==> src/gst_pkg.sv <==
// gated sixteen-bit timer: register map, fields, resets and types
// Function
// single pulse needs go bit, arms on edge
// trailing edge clears go, further gates ignored
// clearing single pulse enable clears go
// toggle plus single pulse counts full period
// gate level readable at bit 2 always
// gate level falling edge sets gate flag
// count wraps FFFF to 0000, sets overflow
// overflow irq needs on and all enables
// sleep counting only unsynchronised external source
// secondary oscillator source unaffected by sleep; the code stops every outside source in sleep unless the sync bit is set
// capture event copies count to capture
// compare match of count raises event
// conversion trigger clears count, write wins
// software should run synchronous with trigger
// prescale field bits 5-4 divides 1..8
// sync bit ignored for system clocks
// wide access bit 1 selects 16-bit
// on bit 0 runs timer, clears flop
// gate enable bit 7 makes gate control
// gate polarity bit 6 selects active level
// toggle bit 5 toggles flop, else clear
// four-bit clock select picks source
// count write clears hidden prescaler
// five-bit gate select picks gate input
// wide mode latches high, buffers high write
package gst_pkg;
    localparam int ADDR_W = 8;
    localparam logic [7:0] OFF_TCTL = 8'h00;
    localparam logic [7:0] OFF_GCTL = 8'h04;
    localparam logic [7:0] OFF_CSEL = 8'h08;
    localparam logic [7:0] OFF_GSEL = 8'h0C;
    localparam logic [7:0] OFF_CNTL = 8'h10;
    localparam logic [7:0] OFF_CNTH = 8'h14;
    localparam logic [7:0] OFF_FLAG = 8'h18;
    localparam logic [7:0] OFF_IREN = 8'h1C;
    localparam logic [7:0] OFF_CMPV = 8'h20;
    localparam logic [7:0] OFF_CMPC = 8'h24;
    localparam logic [7:0] OFF_CAPV = 8'h28;
    // timer_control fields
    localparam int TC_ON = 0;
    localparam int TC_WIDE = 1;
    localparam int TC_SYNC = 2;
    localparam int TC_PS_LO = 4;
    // gate_control fields
    localparam int GC_VAL = 2;
    localparam int GC_GO = 3;
    localparam int GC_SPM = 4;
    localparam int GC_GTM = 5;
    localparam int GC_POL = 6;
    localparam int GC_GE = 7;
    // flag / enable fields
    localparam int FL_OVF = 0;
    localparam int FL_GATE = 1;
    localparam int IE_PERIPHERAL_IRQ_ENABLE = 2;
    localparam int IE_GIE = 3;
    // compare control fields
    localparam int CC_EN = 0;
    localparam int CC_TRIG = 1;
    // clock select codes
    localparam logic [3:0] CS_FOSC4 = 4'h1;
    localparam logic [3:0] CS_FOSC = 4'h2;
    localparam logic [3:0] CS_LAST = 4'hD;
    localparam logic [4:0] GS_LAST = 5'h10;
    localparam int N_CLK_SRC = 14;
    localparam int N_GATE_SRC = 17;
    localparam logic [1:0] FOSC4_DIV_LAST = 2'h3;
    localparam logic [15:0] CNT_MAX = 16'hFFFF;
    localparam logic [15:0] CNT_ZERO = 16'h0000;
    localparam logic [7:0] REG_RST = 8'h00;
    localparam logic [15:0] WORD_RST = 16'h0000;

    typedef struct packed {
        logic [1:0] ps;
        logic sync;
        logic wide;
        logic on;
    } gst_tctl_t;

    typedef struct packed {
        logic ge;
        logic pol;
        logic gate_toggle_enable;
        logic spm;
        logic go;
    } gst_gctl_t;

    typedef enum logic [2:0] {
        SP_IDLE = 3'b001,
        SP_ARMED = 3'b010,
        SP_BUSY = 3'b100
    } gst_sp_t;
endpackage : gst_pkg

==> src/gst_edge.sv <==
// gst_edge: optional two-stage synchroniser with edge pulses
`timescale 1ns/100ps
module gst_edge (
    input wire logic clk, // system clock
    input wire logic rst_n, // synchronised reset, active low
    input wire logic d, // raw level
    input wire logic bypass, // 1 takes the level without synchroniser
    output logic lvl, // level in use
    output logic rise, // one-cycle pulse on rising edge
    output logic fall // one-cycle pulse on falling edge
);
    logic s1_r;
    logic s2_r;
    logic prev_r;

    always_ff @(posedge clk or negedge rst_n) begin
        if (!rst_n) begin
            s1_r <= 1'b0;
            s2_r <= 1'b0;
            prev_r <= 1'b0;
        end else begin
            s1_r <= d;
            s2_r <= s1_r;
            prev_r <= lvl;
        end
    end

    // switching bypass can skip or add one edge, as in the real part
    assign lvl = bypass ? d : s2_r;
    assign rise = lvl & ~prev_r;
    assign fall = ~lvl & prev_r;
endmodule : gst_edge

==> src/gst_timer.sv <==
// gst_timer: gated sixteen-bit timer with APB register access
//
// Added by the designer: the placing of the registers and the APB interface to the registers.
`timescale 1ns/100ps
module gst_timer (
    input wire logic CLK, // 40 MHz system clock
    input wire logic RST_N, // asynchronous reset, active low
    input wire logic PSEL, // APB select
    input wire logic PENABLE, // APB access phase
    input wire logic PWRITE, // APB direction, 1 write
    input wire logic [gst_pkg::ADDR_W-1:0] PADDR, // APB byte address
    input wire logic [31:0] PWDATA, // APB write data
    output logic [31:0] PRDATA, // APB read data
    output logic PREADY, // APB ready
    output logic PSLVERR, // APB error, unmapped address
    input wire logic [gst_pkg::N_CLK_SRC-1:0] CLK_SRC, // clock sources
    input wire logic [gst_pkg::N_GATE_SRC-1:0] GATE_SRC, // gate sources
    input wire logic SLEEP, // device in sleep
    input wire logic CAPT_EVT, // capture event pulse
    output logic [15:0] COUNT, // time base for capture/compare
    output logic OVF_IRQ, // overflow interrupt request
    output logic GATE_IRQ, // gate event interrupt request
    output logic WAKE, // wake request from sleep
    output logic CMP_EVENT, // compare match pulse
    output logic CONV_TRIG // conversion trigger pulse
);
    import gst_pkg::*;

    function automatic logic is_sys_clk(input logic [3:0] cs);
        is_sys_clk = (cs == CS_FOSC) || (cs == CS_FOSC4);
    endfunction : is_sys_clk

    // reset release
    logic rs1_r;
    logic rst_n;
    always_ff @(posedge CLK or negedge RST_N) begin
        if (!RST_N) begin
            rs1_r <= 1'b0;
            rst_n <= 1'b0;
        end else begin
            rs1_r <= 1'b1;
            rst_n <= rs1_r;
        end
    end

    // registers
    gst_tctl_t tctl_r;
    gst_gctl_t gctl_r;
    logic [3:0] csel_r;
    logic [4:0] gsel_r;
    logic [1:0] flag_r;
    logic [3:0] iren_r;
    logic [15:0] cmpv_r;
    logic [1:0] cmpc_r;
    logic [15:0] capv_r;
    logic [15:0] cnt_r;
    logic [7:0] hold_r;
    logic [2:0] psc_r;
    logic [1:0] div4_r;
    gst_sp_t sp_r;
    gst_sp_t sp_nxt;
    logic tff_r;
    logic gtm_d_r;
    logic gate_level_status_d_r;
    logic match_d_r;

    // bus decode
    wire setup = PSEL & ~PENABLE;
    wire acc = PSEL & PENABLE & PREADY;
    wire wr = acc & PWRITE;
    wire rd = setup & ~PWRITE; // same edge that captures PRDATA
    wire a_tctl = PADDR == OFF_TCTL;
    wire a_gctl = PADDR == OFF_GCTL;
    wire a_csel = PADDR == OFF_CSEL;
    wire a_gsel = PADDR == OFF_GSEL;
    wire a_cntl = PADDR == OFF_CNTL;
    wire a_cnth = PADDR == OFF_CNTH;
    wire a_flag = PADDR == OFF_FLAG;
    wire a_iren = PADDR == OFF_IREN;
    wire a_cmpv = PADDR == OFF_CMPV;
    wire a_cmpc = PADDR == OFF_CMPC;
    wire a_capv = PADDR == OFF_CAPV;
    wire mapped = a_tctl | a_gctl | a_csel | a_gsel | a_cntl | a_cnth
        | a_flag | a_iren | a_cmpv | a_cmpc | a_capv;
    wire wr_lo = wr & a_cntl;
    wire wr_hi = wr & a_cnth;
    wire wr_lo_now = wr_lo;
    // in wide mode the high byte waits in the holding register
    wire wr_hi_now = wr_hi & ~tctl_r.wide;
    wire cnt_wr = wr_lo | wr_hi;

    // clock source path
    wire cs_valid = csel_r <= CS_LAST;
    wire cs_raw = cs_valid ? CLK_SRC[csel_r] : 1'b0;
    wire sys_clk = is_sys_clk(csel_r);
    // sync bit matters only for non-system sources
    wire bypass = ~sys_clk & tctl_r.sync;
    wire src_rise;
    gst_edge u_clk_edge (
        .clk(CLK),
        .rst_n(rst_n),
        .d(cs_raw),
        .bypass(bypass),
        .lvl(),
        .rise(src_rise),
        .fall()
    );
    wire tick_src = (csel_r == CS_FOSC) ? 1'b1 :
        (csel_r == CS_FOSC4) ? (div4_r == FOSC4_DIV_LAST) : src_rise;
    // only an unsynchronised outside source keeps counting in sleep
    wire sleep_ok = bypass & ~is_sys_clk(csel_r);
    wire src_run = tctl_r.on & (~SLEEP | sleep_ok);
    wire [2:0] psc_last = 3'((1 << tctl_r.ps) - 1);
    wire psc_tick = src_run & tick_src & (psc_r == psc_last);

    // gate path
    wire gs_valid = gsel_r <= GS_LAST;
    wire gs_raw = gs_valid ? GATE_SRC[gsel_r] : 1'b0;
    wire g_lvl;
    gst_edge u_gate_edge (
        .clk(CLK),
        .rst_n(rst_n),
        .d(gs_raw),
        .bypass(1'b0),
        .lvl(g_lvl),
        .rise(),
        .fall()
    );
    wire g_act = gctl_r.pol ? g_lvl : ~g_lvl;
    logic g_act_d_r;
    wire g_act_rise = g_act & ~g_act_d_r;
    wire tff_nxt = (~gctl_r.gate_toggle_enable | ~tctl_r.on) ? 1'b0 :
        (g_act_rise ? ~tff_r : tff_r);
    wire g_tm = gctl_r.gate_toggle_enable ? tff_r : g_act;
    wire g_tm_rise = g_tm & ~gtm_d_r;
    wire g_tm_fall = ~g_tm & gtm_d_r;
    wire sp_done = (sp_r == SP_BUSY) & g_tm_fall;
    // gate level as seen by the counter, valid even with the gate off
    wire gate_level_status = gctl_r.spm ? (g_tm & (sp_r == SP_BUSY)) : g_tm;
    wire gate_level_status_fall = gate_level_status_d_r & ~gate_level_status;
    wire gate_open = ~gctl_r.ge | gate_level_status;
    wire inc = psc_tick & gate_open;

    // single pulse sequencer
    always_comb begin
        sp_nxt = sp_r;
        case (sp_r)
            SP_IDLE: begin
                if (gctl_r.spm & gctl_r.go) begin
                    sp_nxt = SP_ARMED;
                end
            end
            SP_ARMED: begin
                if (~gctl_r.spm | ~gctl_r.go) begin
                    sp_nxt = SP_IDLE;
                end else if (g_tm_rise) begin
                    sp_nxt = SP_BUSY;
                end
            end
            SP_BUSY: begin
                if (~gctl_r.spm | g_tm_fall) begin
                    sp_nxt = SP_IDLE;
                end
            end
            default: sp_nxt = SP_IDLE;
        endcase
    end

    // compare
    wire match = cmpc_r[CC_EN] & (cnt_r == cmpv_r);
    wire cmp_pulse = match & ~match_d_r;
    wire trig = cmp_pulse & cmpc_r[CC_TRIG];

    // counter next value: write, then trigger clear, then increment
    wire wrap = inc & (cnt_r == CNT_MAX);
    logic [15:0] cnt_nxt;
    always_comb begin
        cnt_nxt = cnt_r;
        if (wr_lo_now & tctl_r.wide) begin
            cnt_nxt = {hold_r, PWDATA[7:0]};
        end else if (wr_lo_now | wr_hi_now) begin
            if (wr_lo_now) begin
                cnt_nxt[7:0] = PWDATA[7:0];
            end else begin
                cnt_nxt[15:8] = PWDATA[7:0];
            end
        end else if (trig) begin
            cnt_nxt = CNT_ZERO;
        end else if (inc) begin
            cnt_nxt = 16'(cnt_r + 16'h0001);
        end
    end
    wire ovf_set = wrap & ~cnt_wr & ~trig;

    // read mux
    wire [7:0] tctl_rd = {2'b00, tctl_r.ps, 1'b0, tctl_r.sync,
        tctl_r.wide, tctl_r.on};
    wire [7:0] gctl_rd = {gctl_r.ge, gctl_r.pol, gctl_r.gate_toggle_enable,
        gctl_r.spm, gctl_r.go, gate_level_status, 2'b00};
    wire [7:0] cnth_rd = tctl_r.wide ? hold_r : cnt_r[15:8];
    wire [31:0] rd_mux =
        a_tctl ? {24'h00_0000, tctl_rd} :
        a_gctl ? {24'h00_0000, gctl_rd} :
        a_csel ? {28'h000_0000, csel_r} :
        a_gsel ? {27'h000_0000, gsel_r} :
        a_cntl ? {24'h00_0000, cnt_r[7:0]} :
        a_cnth ? {24'h00_0000, cnth_rd} :
        a_flag ? {30'h0000_0000, flag_r} :
        a_iren ? {28'h000_0000, iren_r} :
        a_cmpv ? {16'h0000, cmpv_r} :
        a_cmpc ? {30'h0000_0000, cmpc_r} :
        a_capv ? {16'h0000, capv_r} : 32'h0000_0000;

    // flags: hardware set wins over software clear
    wire [1:0] flag_clr = (wr & a_flag) ? PWDATA[1:0] : 2'b00;
    wire [1:0] flag_set = {gate_level_status_fall, ovf_set};
    wire [1:0] flag_nxt = (flag_r & ~flag_clr) | flag_set;

    // bus slave, no wait states
    always_ff @(posedge CLK or negedge rst_n) begin
        if (!rst_n) begin
            PREADY <= 1'b0;
            PRDATA <= 32'h0000_0000;
            PSLVERR <= 1'b0;
        end else begin
            PREADY <= setup;
            PSLVERR <= setup & ~mapped;
            PRDATA <= setup ? rd_mux : 32'h0000_0000;
        end
    end

    // control registers
    always_ff @(posedge CLK or negedge rst_n) begin
        if (!rst_n) begin
            tctl_r <= gst_tctl_t'(REG_RST[4:0]);
            csel_r <= REG_RST[3:0];
            gsel_r <= REG_RST[4:0];
            iren_r <= REG_RST[3:0];
            cmpv_r <= WORD_RST;
            cmpc_r <= REG_RST[1:0];
        end else if (wr) begin
            if (a_tctl) begin
                tctl_r <= gst_tctl_t'({PWDATA[5:4], PWDATA[2:0]});
            end
            if (a_csel) begin
                csel_r <= PWDATA[3:0];
            end
            if (a_gsel) begin
                gsel_r <= PWDATA[4:0];
            end
            if (a_iren) begin
                iren_r <= PWDATA[3:0];
            end
            if (a_cmpv) begin
                cmpv_r <= PWDATA[15:0];
            end
            if (a_cmpc) begin
                cmpc_r <= PWDATA[1:0];
            end
        end
    end

    // gate control; go is cleared by hardware
    wire spm_wr = wr & a_gctl;
    wire spm_nxt = spm_wr ? PWDATA[GC_SPM] : gctl_r.spm;
    wire go_wr = spm_wr ? PWDATA[GC_GO] : gctl_r.go;
    wire go_nxt = go_wr & spm_nxt & ~sp_done;
    always_ff @(posedge CLK or negedge rst_n) begin
        if (!rst_n) begin
            gctl_r <= gst_gctl_t'(REG_RST[4:0]);
        end else begin
            if (spm_wr) begin
                gctl_r.ge <= PWDATA[GC_GE];
                gctl_r.pol <= PWDATA[GC_POL];
                gctl_r.gate_toggle_enable <= PWDATA[GC_GTM];
            end
            gctl_r.spm <= spm_nxt;
            gctl_r.go <= go_nxt;
        end
    end

    // count, prescaler and holding byte
    always_ff @(posedge CLK or negedge rst_n) begin
        if (!rst_n) begin
            cnt_r <= WORD_RST;
            hold_r <= REG_RST;
            psc_r <= 3'b000;
            div4_r <= 2'b00;
            capv_r <= WORD_RST;
        end else begin
            cnt_r <= cnt_nxt;
            div4_r <= 2'(div4_r + 2'b01);
            if (cnt_wr) begin
                psc_r <= 3'b000;
            end else if (src_run & tick_src) begin
                psc_r <= (psc_r == psc_last) ? 3'b000 : 3'(psc_r + 3'b001);
            end
            if (rd & a_cntl & tctl_r.wide) begin
                hold_r <= cnt_r[15:8];
            end else if (wr_hi & tctl_r.wide) begin
                hold_r <= PWDATA[7:0];
            end
            if (CAPT_EVT) begin
                capv_r <= cnt_r;
            end
        end
    end

    // gate state
    always_ff @(posedge CLK or negedge rst_n) begin
        if (!rst_n) begin
            sp_r <= SP_IDLE;
            tff_r <= 1'b0;
            gtm_d_r <= 1'b0;
            g_act_d_r <= 1'b0;
            gate_level_status_d_r <= 1'b0;
            match_d_r <= 1'b0;
            flag_r <= 2'b00;
        end else begin
            sp_r <= sp_nxt;
            tff_r <= tff_nxt;
            gtm_d_r <= g_tm;
            g_act_d_r <= g_act;
            gate_level_status_d_r <= gate_level_status;
            match_d_r <= match;
            flag_r <= flag_nxt;
        end
    end

    // outputs
    wire irq_path = iren_r[IE_PERIPHERAL_IRQ_ENABLE] & iren_r[IE_GIE];
    always_ff @(posedge CLK or negedge rst_n) begin
        if (!rst_n) begin
            COUNT <= WORD_RST;
            OVF_IRQ <= 1'b0;
            GATE_IRQ <= 1'b0;
            WAKE <= 1'b0;
            CMP_EVENT <= 1'b0;
            CONV_TRIG <= 1'b0;
        end else begin
            COUNT <= cnt_nxt;
            OVF_IRQ <= flag_r[FL_OVF] & iren_r[FL_OVF] & irq_path
                & tctl_r.on;
            GATE_IRQ <= flag_r[FL_GATE] & iren_r[FL_GATE] & irq_path;
            // wake needs no global enable; vectoring does
            WAKE <= SLEEP & flag_r[FL_OVF] & iren_r[FL_OVF]
                & iren_r[IE_PERIPHERAL_IRQ_ENABLE] & tctl_r.on;
            CMP_EVENT <= cmp_pulse;
            CONV_TRIG <= trig;
        end
    end
endmodule : gst_timer

==> config.mk <==
export PLATFORM = sky130hd
export DESIGN_NAME = gst_timer
export DESIGN_NICKNAME = d
export VERILOG_FILES = /design/src/gst_pkg.sv /design/src/gst_edge.sv /design/src/gst_timer.sv
export SDC_FILE = /design/constraint.sdc
export NUM_CORES = 1
export LEC_CHECK = 0
export BUFFER_PORTS_ARGS = -buffer_cell sky130_fd_sc_hd__buf_2
export CORE_ASPECT_RATIO = 0.9
export CORE_MARGIN = 5
export CORE_UTILIZATION = 56
export DETAILED_ROUTE_END_ITERATION = 10
export PLACE_DENSITY = 0.8
export SYNTH_ARGS = -nofsm -noshare
export SYNTH_HDL_FRONTEND = slang
export SYNTH_HIERARCHICAL = 1
export SYNTH_SLANG_ARGS = --single-unit
==> constraint.sdc <==
create_clock -name CLK -period 4.6 [get_ports CLK]
set_input_delay 0.69 -clock CLK [delete_from_list [all_inputs] [get_ports CLK]]
set_output_delay 0.69 -clock CLK [all_outputs]
set_load 0.005 [all_outputs]
==> results.toml <==
[run_status]
outcome = "finished, final reports clean"

[setup_path]
critPathArrivalTime_ns = 3.64
critPathLaunchType = "flop"
timing.critical_path.mode_cell = "sky130_fd_sc_hd__mux4_2"
critical_path.slowest_cell = "sky130_fd_sc_hd__dfrtp_1"
end_kind = "flop"
worst_path_required_ns = 4.86
r2r-start = "csel_r[0]"
timing.reg2reg.worst_path_depth = 10
crit_path_cell_trace = "mux4_2 -> mux4_2 -> mux2i_1 -> nor2_1 -> nor2b_1 -> o21ai_0 -> o2111a_1 -> and2_1 -> a21oi_2 -> o32ai_1"
crit_buf_inv = 0
critical_path_class = "flop to flop"
r2r_setup_slack_ns = 1.22
critical_path_peak_fanout = 9
timing.rr.end = "COUNT[13]"
cpPeakStageDelay_ns = 0.59
timing.critical_path.max_delay_family = "multiplexers"

[power]
switchingPower_mw = 0.599
fin_total_pwr_mw = 2.55
cellInternalPower_mw = 1.96
combinationalPowerShare_pct = 5.7
power.switching_fraction_pct = 23.4
share_clk_of_total_power_pct = 49.7
lkg_pwr_nw = 3.70
vdd.ir_drop.worst_uv = 256
seq_power_share_pct = 44.6
cellPowerDensity_nw_per_um2 = 311

[cells_and_area]
layout-drive-gt1-share_pct = 25.9
total_nets_final = 860
n_antenna_cell = 0
syn_to_final_growth_pct = 14.8
area_occupied_by_registers_um2 = 3160
design_area_um2 = 8230
final.fill_count = 1027
area_of_combinational_cells_with_multiple_inputs_um2 = 3650
final_core_util_pct = 65.1
post_layout_nonfiller_instances = 956

[cts]
cts_buffer_depth = 2
clock_latency_ns = 0.43
cts_inserted_buffers = 17
path_clk_slew_ns = 0.06
cts-root-buf = "sky130_fd_sc_hd__clkbuf_16"
cts_tree = "yes"
postCtsSetupRepairBufs = 0
cts_hold_repair.buffers = 0
cts-resized-gates = 0
cts_sinks = 126
h-tree-depth = 4

[worst_hold_path]
hold_path_class = "input port to asynchronous set/reset pin"

[global_routing]
grt_pass1_wl_um = 33800
grt_overflow = 0
grt.total_usage_pct = 28.7
grt_pass1_vias = 6199
antenna_violations_before_repair = 1
grt_max_degree = 45

[timing]
finalCritPeriodShare_pct = 73.5
worst_slew_pin_slew_ns = 0.952
setup_repair_after_global_routing_missed_its_margin = "no"
timing.final.hold_violations = 0
finalMaxSlewViolations = 0
final_setup_violation_count = 0
period_minus_slack_ns = 3.38
timing.clock.skew_ns = 0.00720
finalHoldWorstSlack_ns = 0.0371
fmax_mhz = 296
max_slew_margin_pct = 36.2
setup-tns-final_ns = 0
post-route-worst-setup-slack_ns = 1.22

[routing]
drt-total-wl_um = 21300
drt_pre_antenna_iters = 6
via_count = 6173
route.antenna.remaining_nets = 0
vias_per_cell = 6.46
post-route-drc-count = 0
post_drt_wl_per_cell_um = 22.3
dr.first_iter.drc_count = 631

[logic_synthesis]
post_synth_instance_area_um2 = 7170
synth.avg_cell_area_um2 = 10.3
synth_cells = 694
synthesis.yosys.warnings = 6

[floorplan]
floorplan.io_pins = 133
die_area_um2 = 15200
placement_rows = 39
floorplan.core_area_um2 = 12600
chipHeight_um = 117
floorplan.initialDensity_pct = 56.7
die_w_um = 129

[place]
finalWeightedCongestion = 0.923
number_of_i_o_port_buffers = 100
dp_worst_setup_slack_ns = 1.18
cell_area_after_placement_um2 = 7660
place_hpwl_um = 15600
post-place-cells = 924

[run]
maxCapViolCount = 0
==> registers in the layout, indices dropped and copies added (netlist names), 3 cells and up <==
signal  flops
COUNT      16
PRDATA     16
capv_r     16
cmpv_r     16
csel_r      4
gctl_r      5
gsel_r      5
hold_r      8
iren_r      4
psc_r       3
sp_r        3
tctl_r      5
==> cells in the final DEF, fill, tap and decap left out, types with 7 or more instances in the layout <==
cell type and instances:
sky130_fd_sc_hd__nand4_1 13, sky130_fd_sc_hd__mux2i_1 18, sky130_fd_sc_hd__buf_2 100, sky130_fd_sc_hd__a21oi_1 31
sky130_fd_sc_hd__nor2_1 54, sky130_fd_sc_hd__nand2_1 45, sky130_fd_sc_hd__nand3_1 20, sky130_fd_sc_hd__o21ai_1 7
sky130_fd_sc_hd__o21ai_0 27, sky130_fd_sc_hd__mux2_1 26, sky130_fd_sc_hd__nand2b_1 7, sky130_fd_sc_hd__inv_1 26
sky130_fd_sc_hd__xnor2_1 22, sky130_fd_sc_hd__nor3_1 16, sky130_fd_sc_hd__o32ai_1 8, sky130_fd_sc_hd__conb_1 18
sky130_fd_sc_hd__a22oi_1 14, sky130_fd_sc_hd__mux4_2 9, sky130_fd_sc_hd__o31ai_1 7, sky130_fd_sc_hd__dfrtp_1 124
sky130_fd_sc_hd__clkbuf_16 17, sky130_fd_sc_hd__mux2_2 26
==> worst max path at each step <==
stage,from,end,slack (ns),depth (start not counted)
finish,csel_r[0],COUNT[13],1.22,10
global route,csel_r[0],COUNT[0],1.01,10
CTS,csel_r[0],COUNT[13],1.23,10
detailed placement,CLK_SRC[3],COUNT[13],1.18,11
global placement,CLK_SRC[11],COUNT[13],1.24,11
floorplan,rst_n,CMP_EVENT,0.83,0
==> metal layers <==
metal | GRT usage [%] | share of wire (%)
met1 | 38.7 | 40
met2 | 44.3 | 48
met3 | 8.86 | 9.5
met4 | 9.38 | 2.2
met5 | 0 | 0.061
==> power groups by stage <==
stage,clock [mW],sequential (mW),combinational (mW)
after floorplan,0,1.16,0.0816
after global placement,0,1.16,0.138
after detailed placement,0,1.16,0.142
after CTS,1.28,1.14,0.143
after global routing,1.34,1.14,0.159
final,1.27,1.14,0.146
==> worst register-to-register path, delay by kind of cell, from the launching register on <==
kind / cells / cell delay [ns]
mux: 3 / 1.22
compound gates: 4 / 0.90
flops: 1 / 0.59
simple gates: 3 / 0.50
==> layout make-up <==
cell class | count | share of cell area (%)
inverter | 27 | 1.23
clock inverter | 10 | 1.06
clock buffer | 22 | 5.77
tap | 164 | 2.49
multi-input combinational | 501 | 44.4
timing repair buffer | 106 | 6.63
sequential | 126 | 38.4
Note: power is estimated with default switching activity, not from simulation.
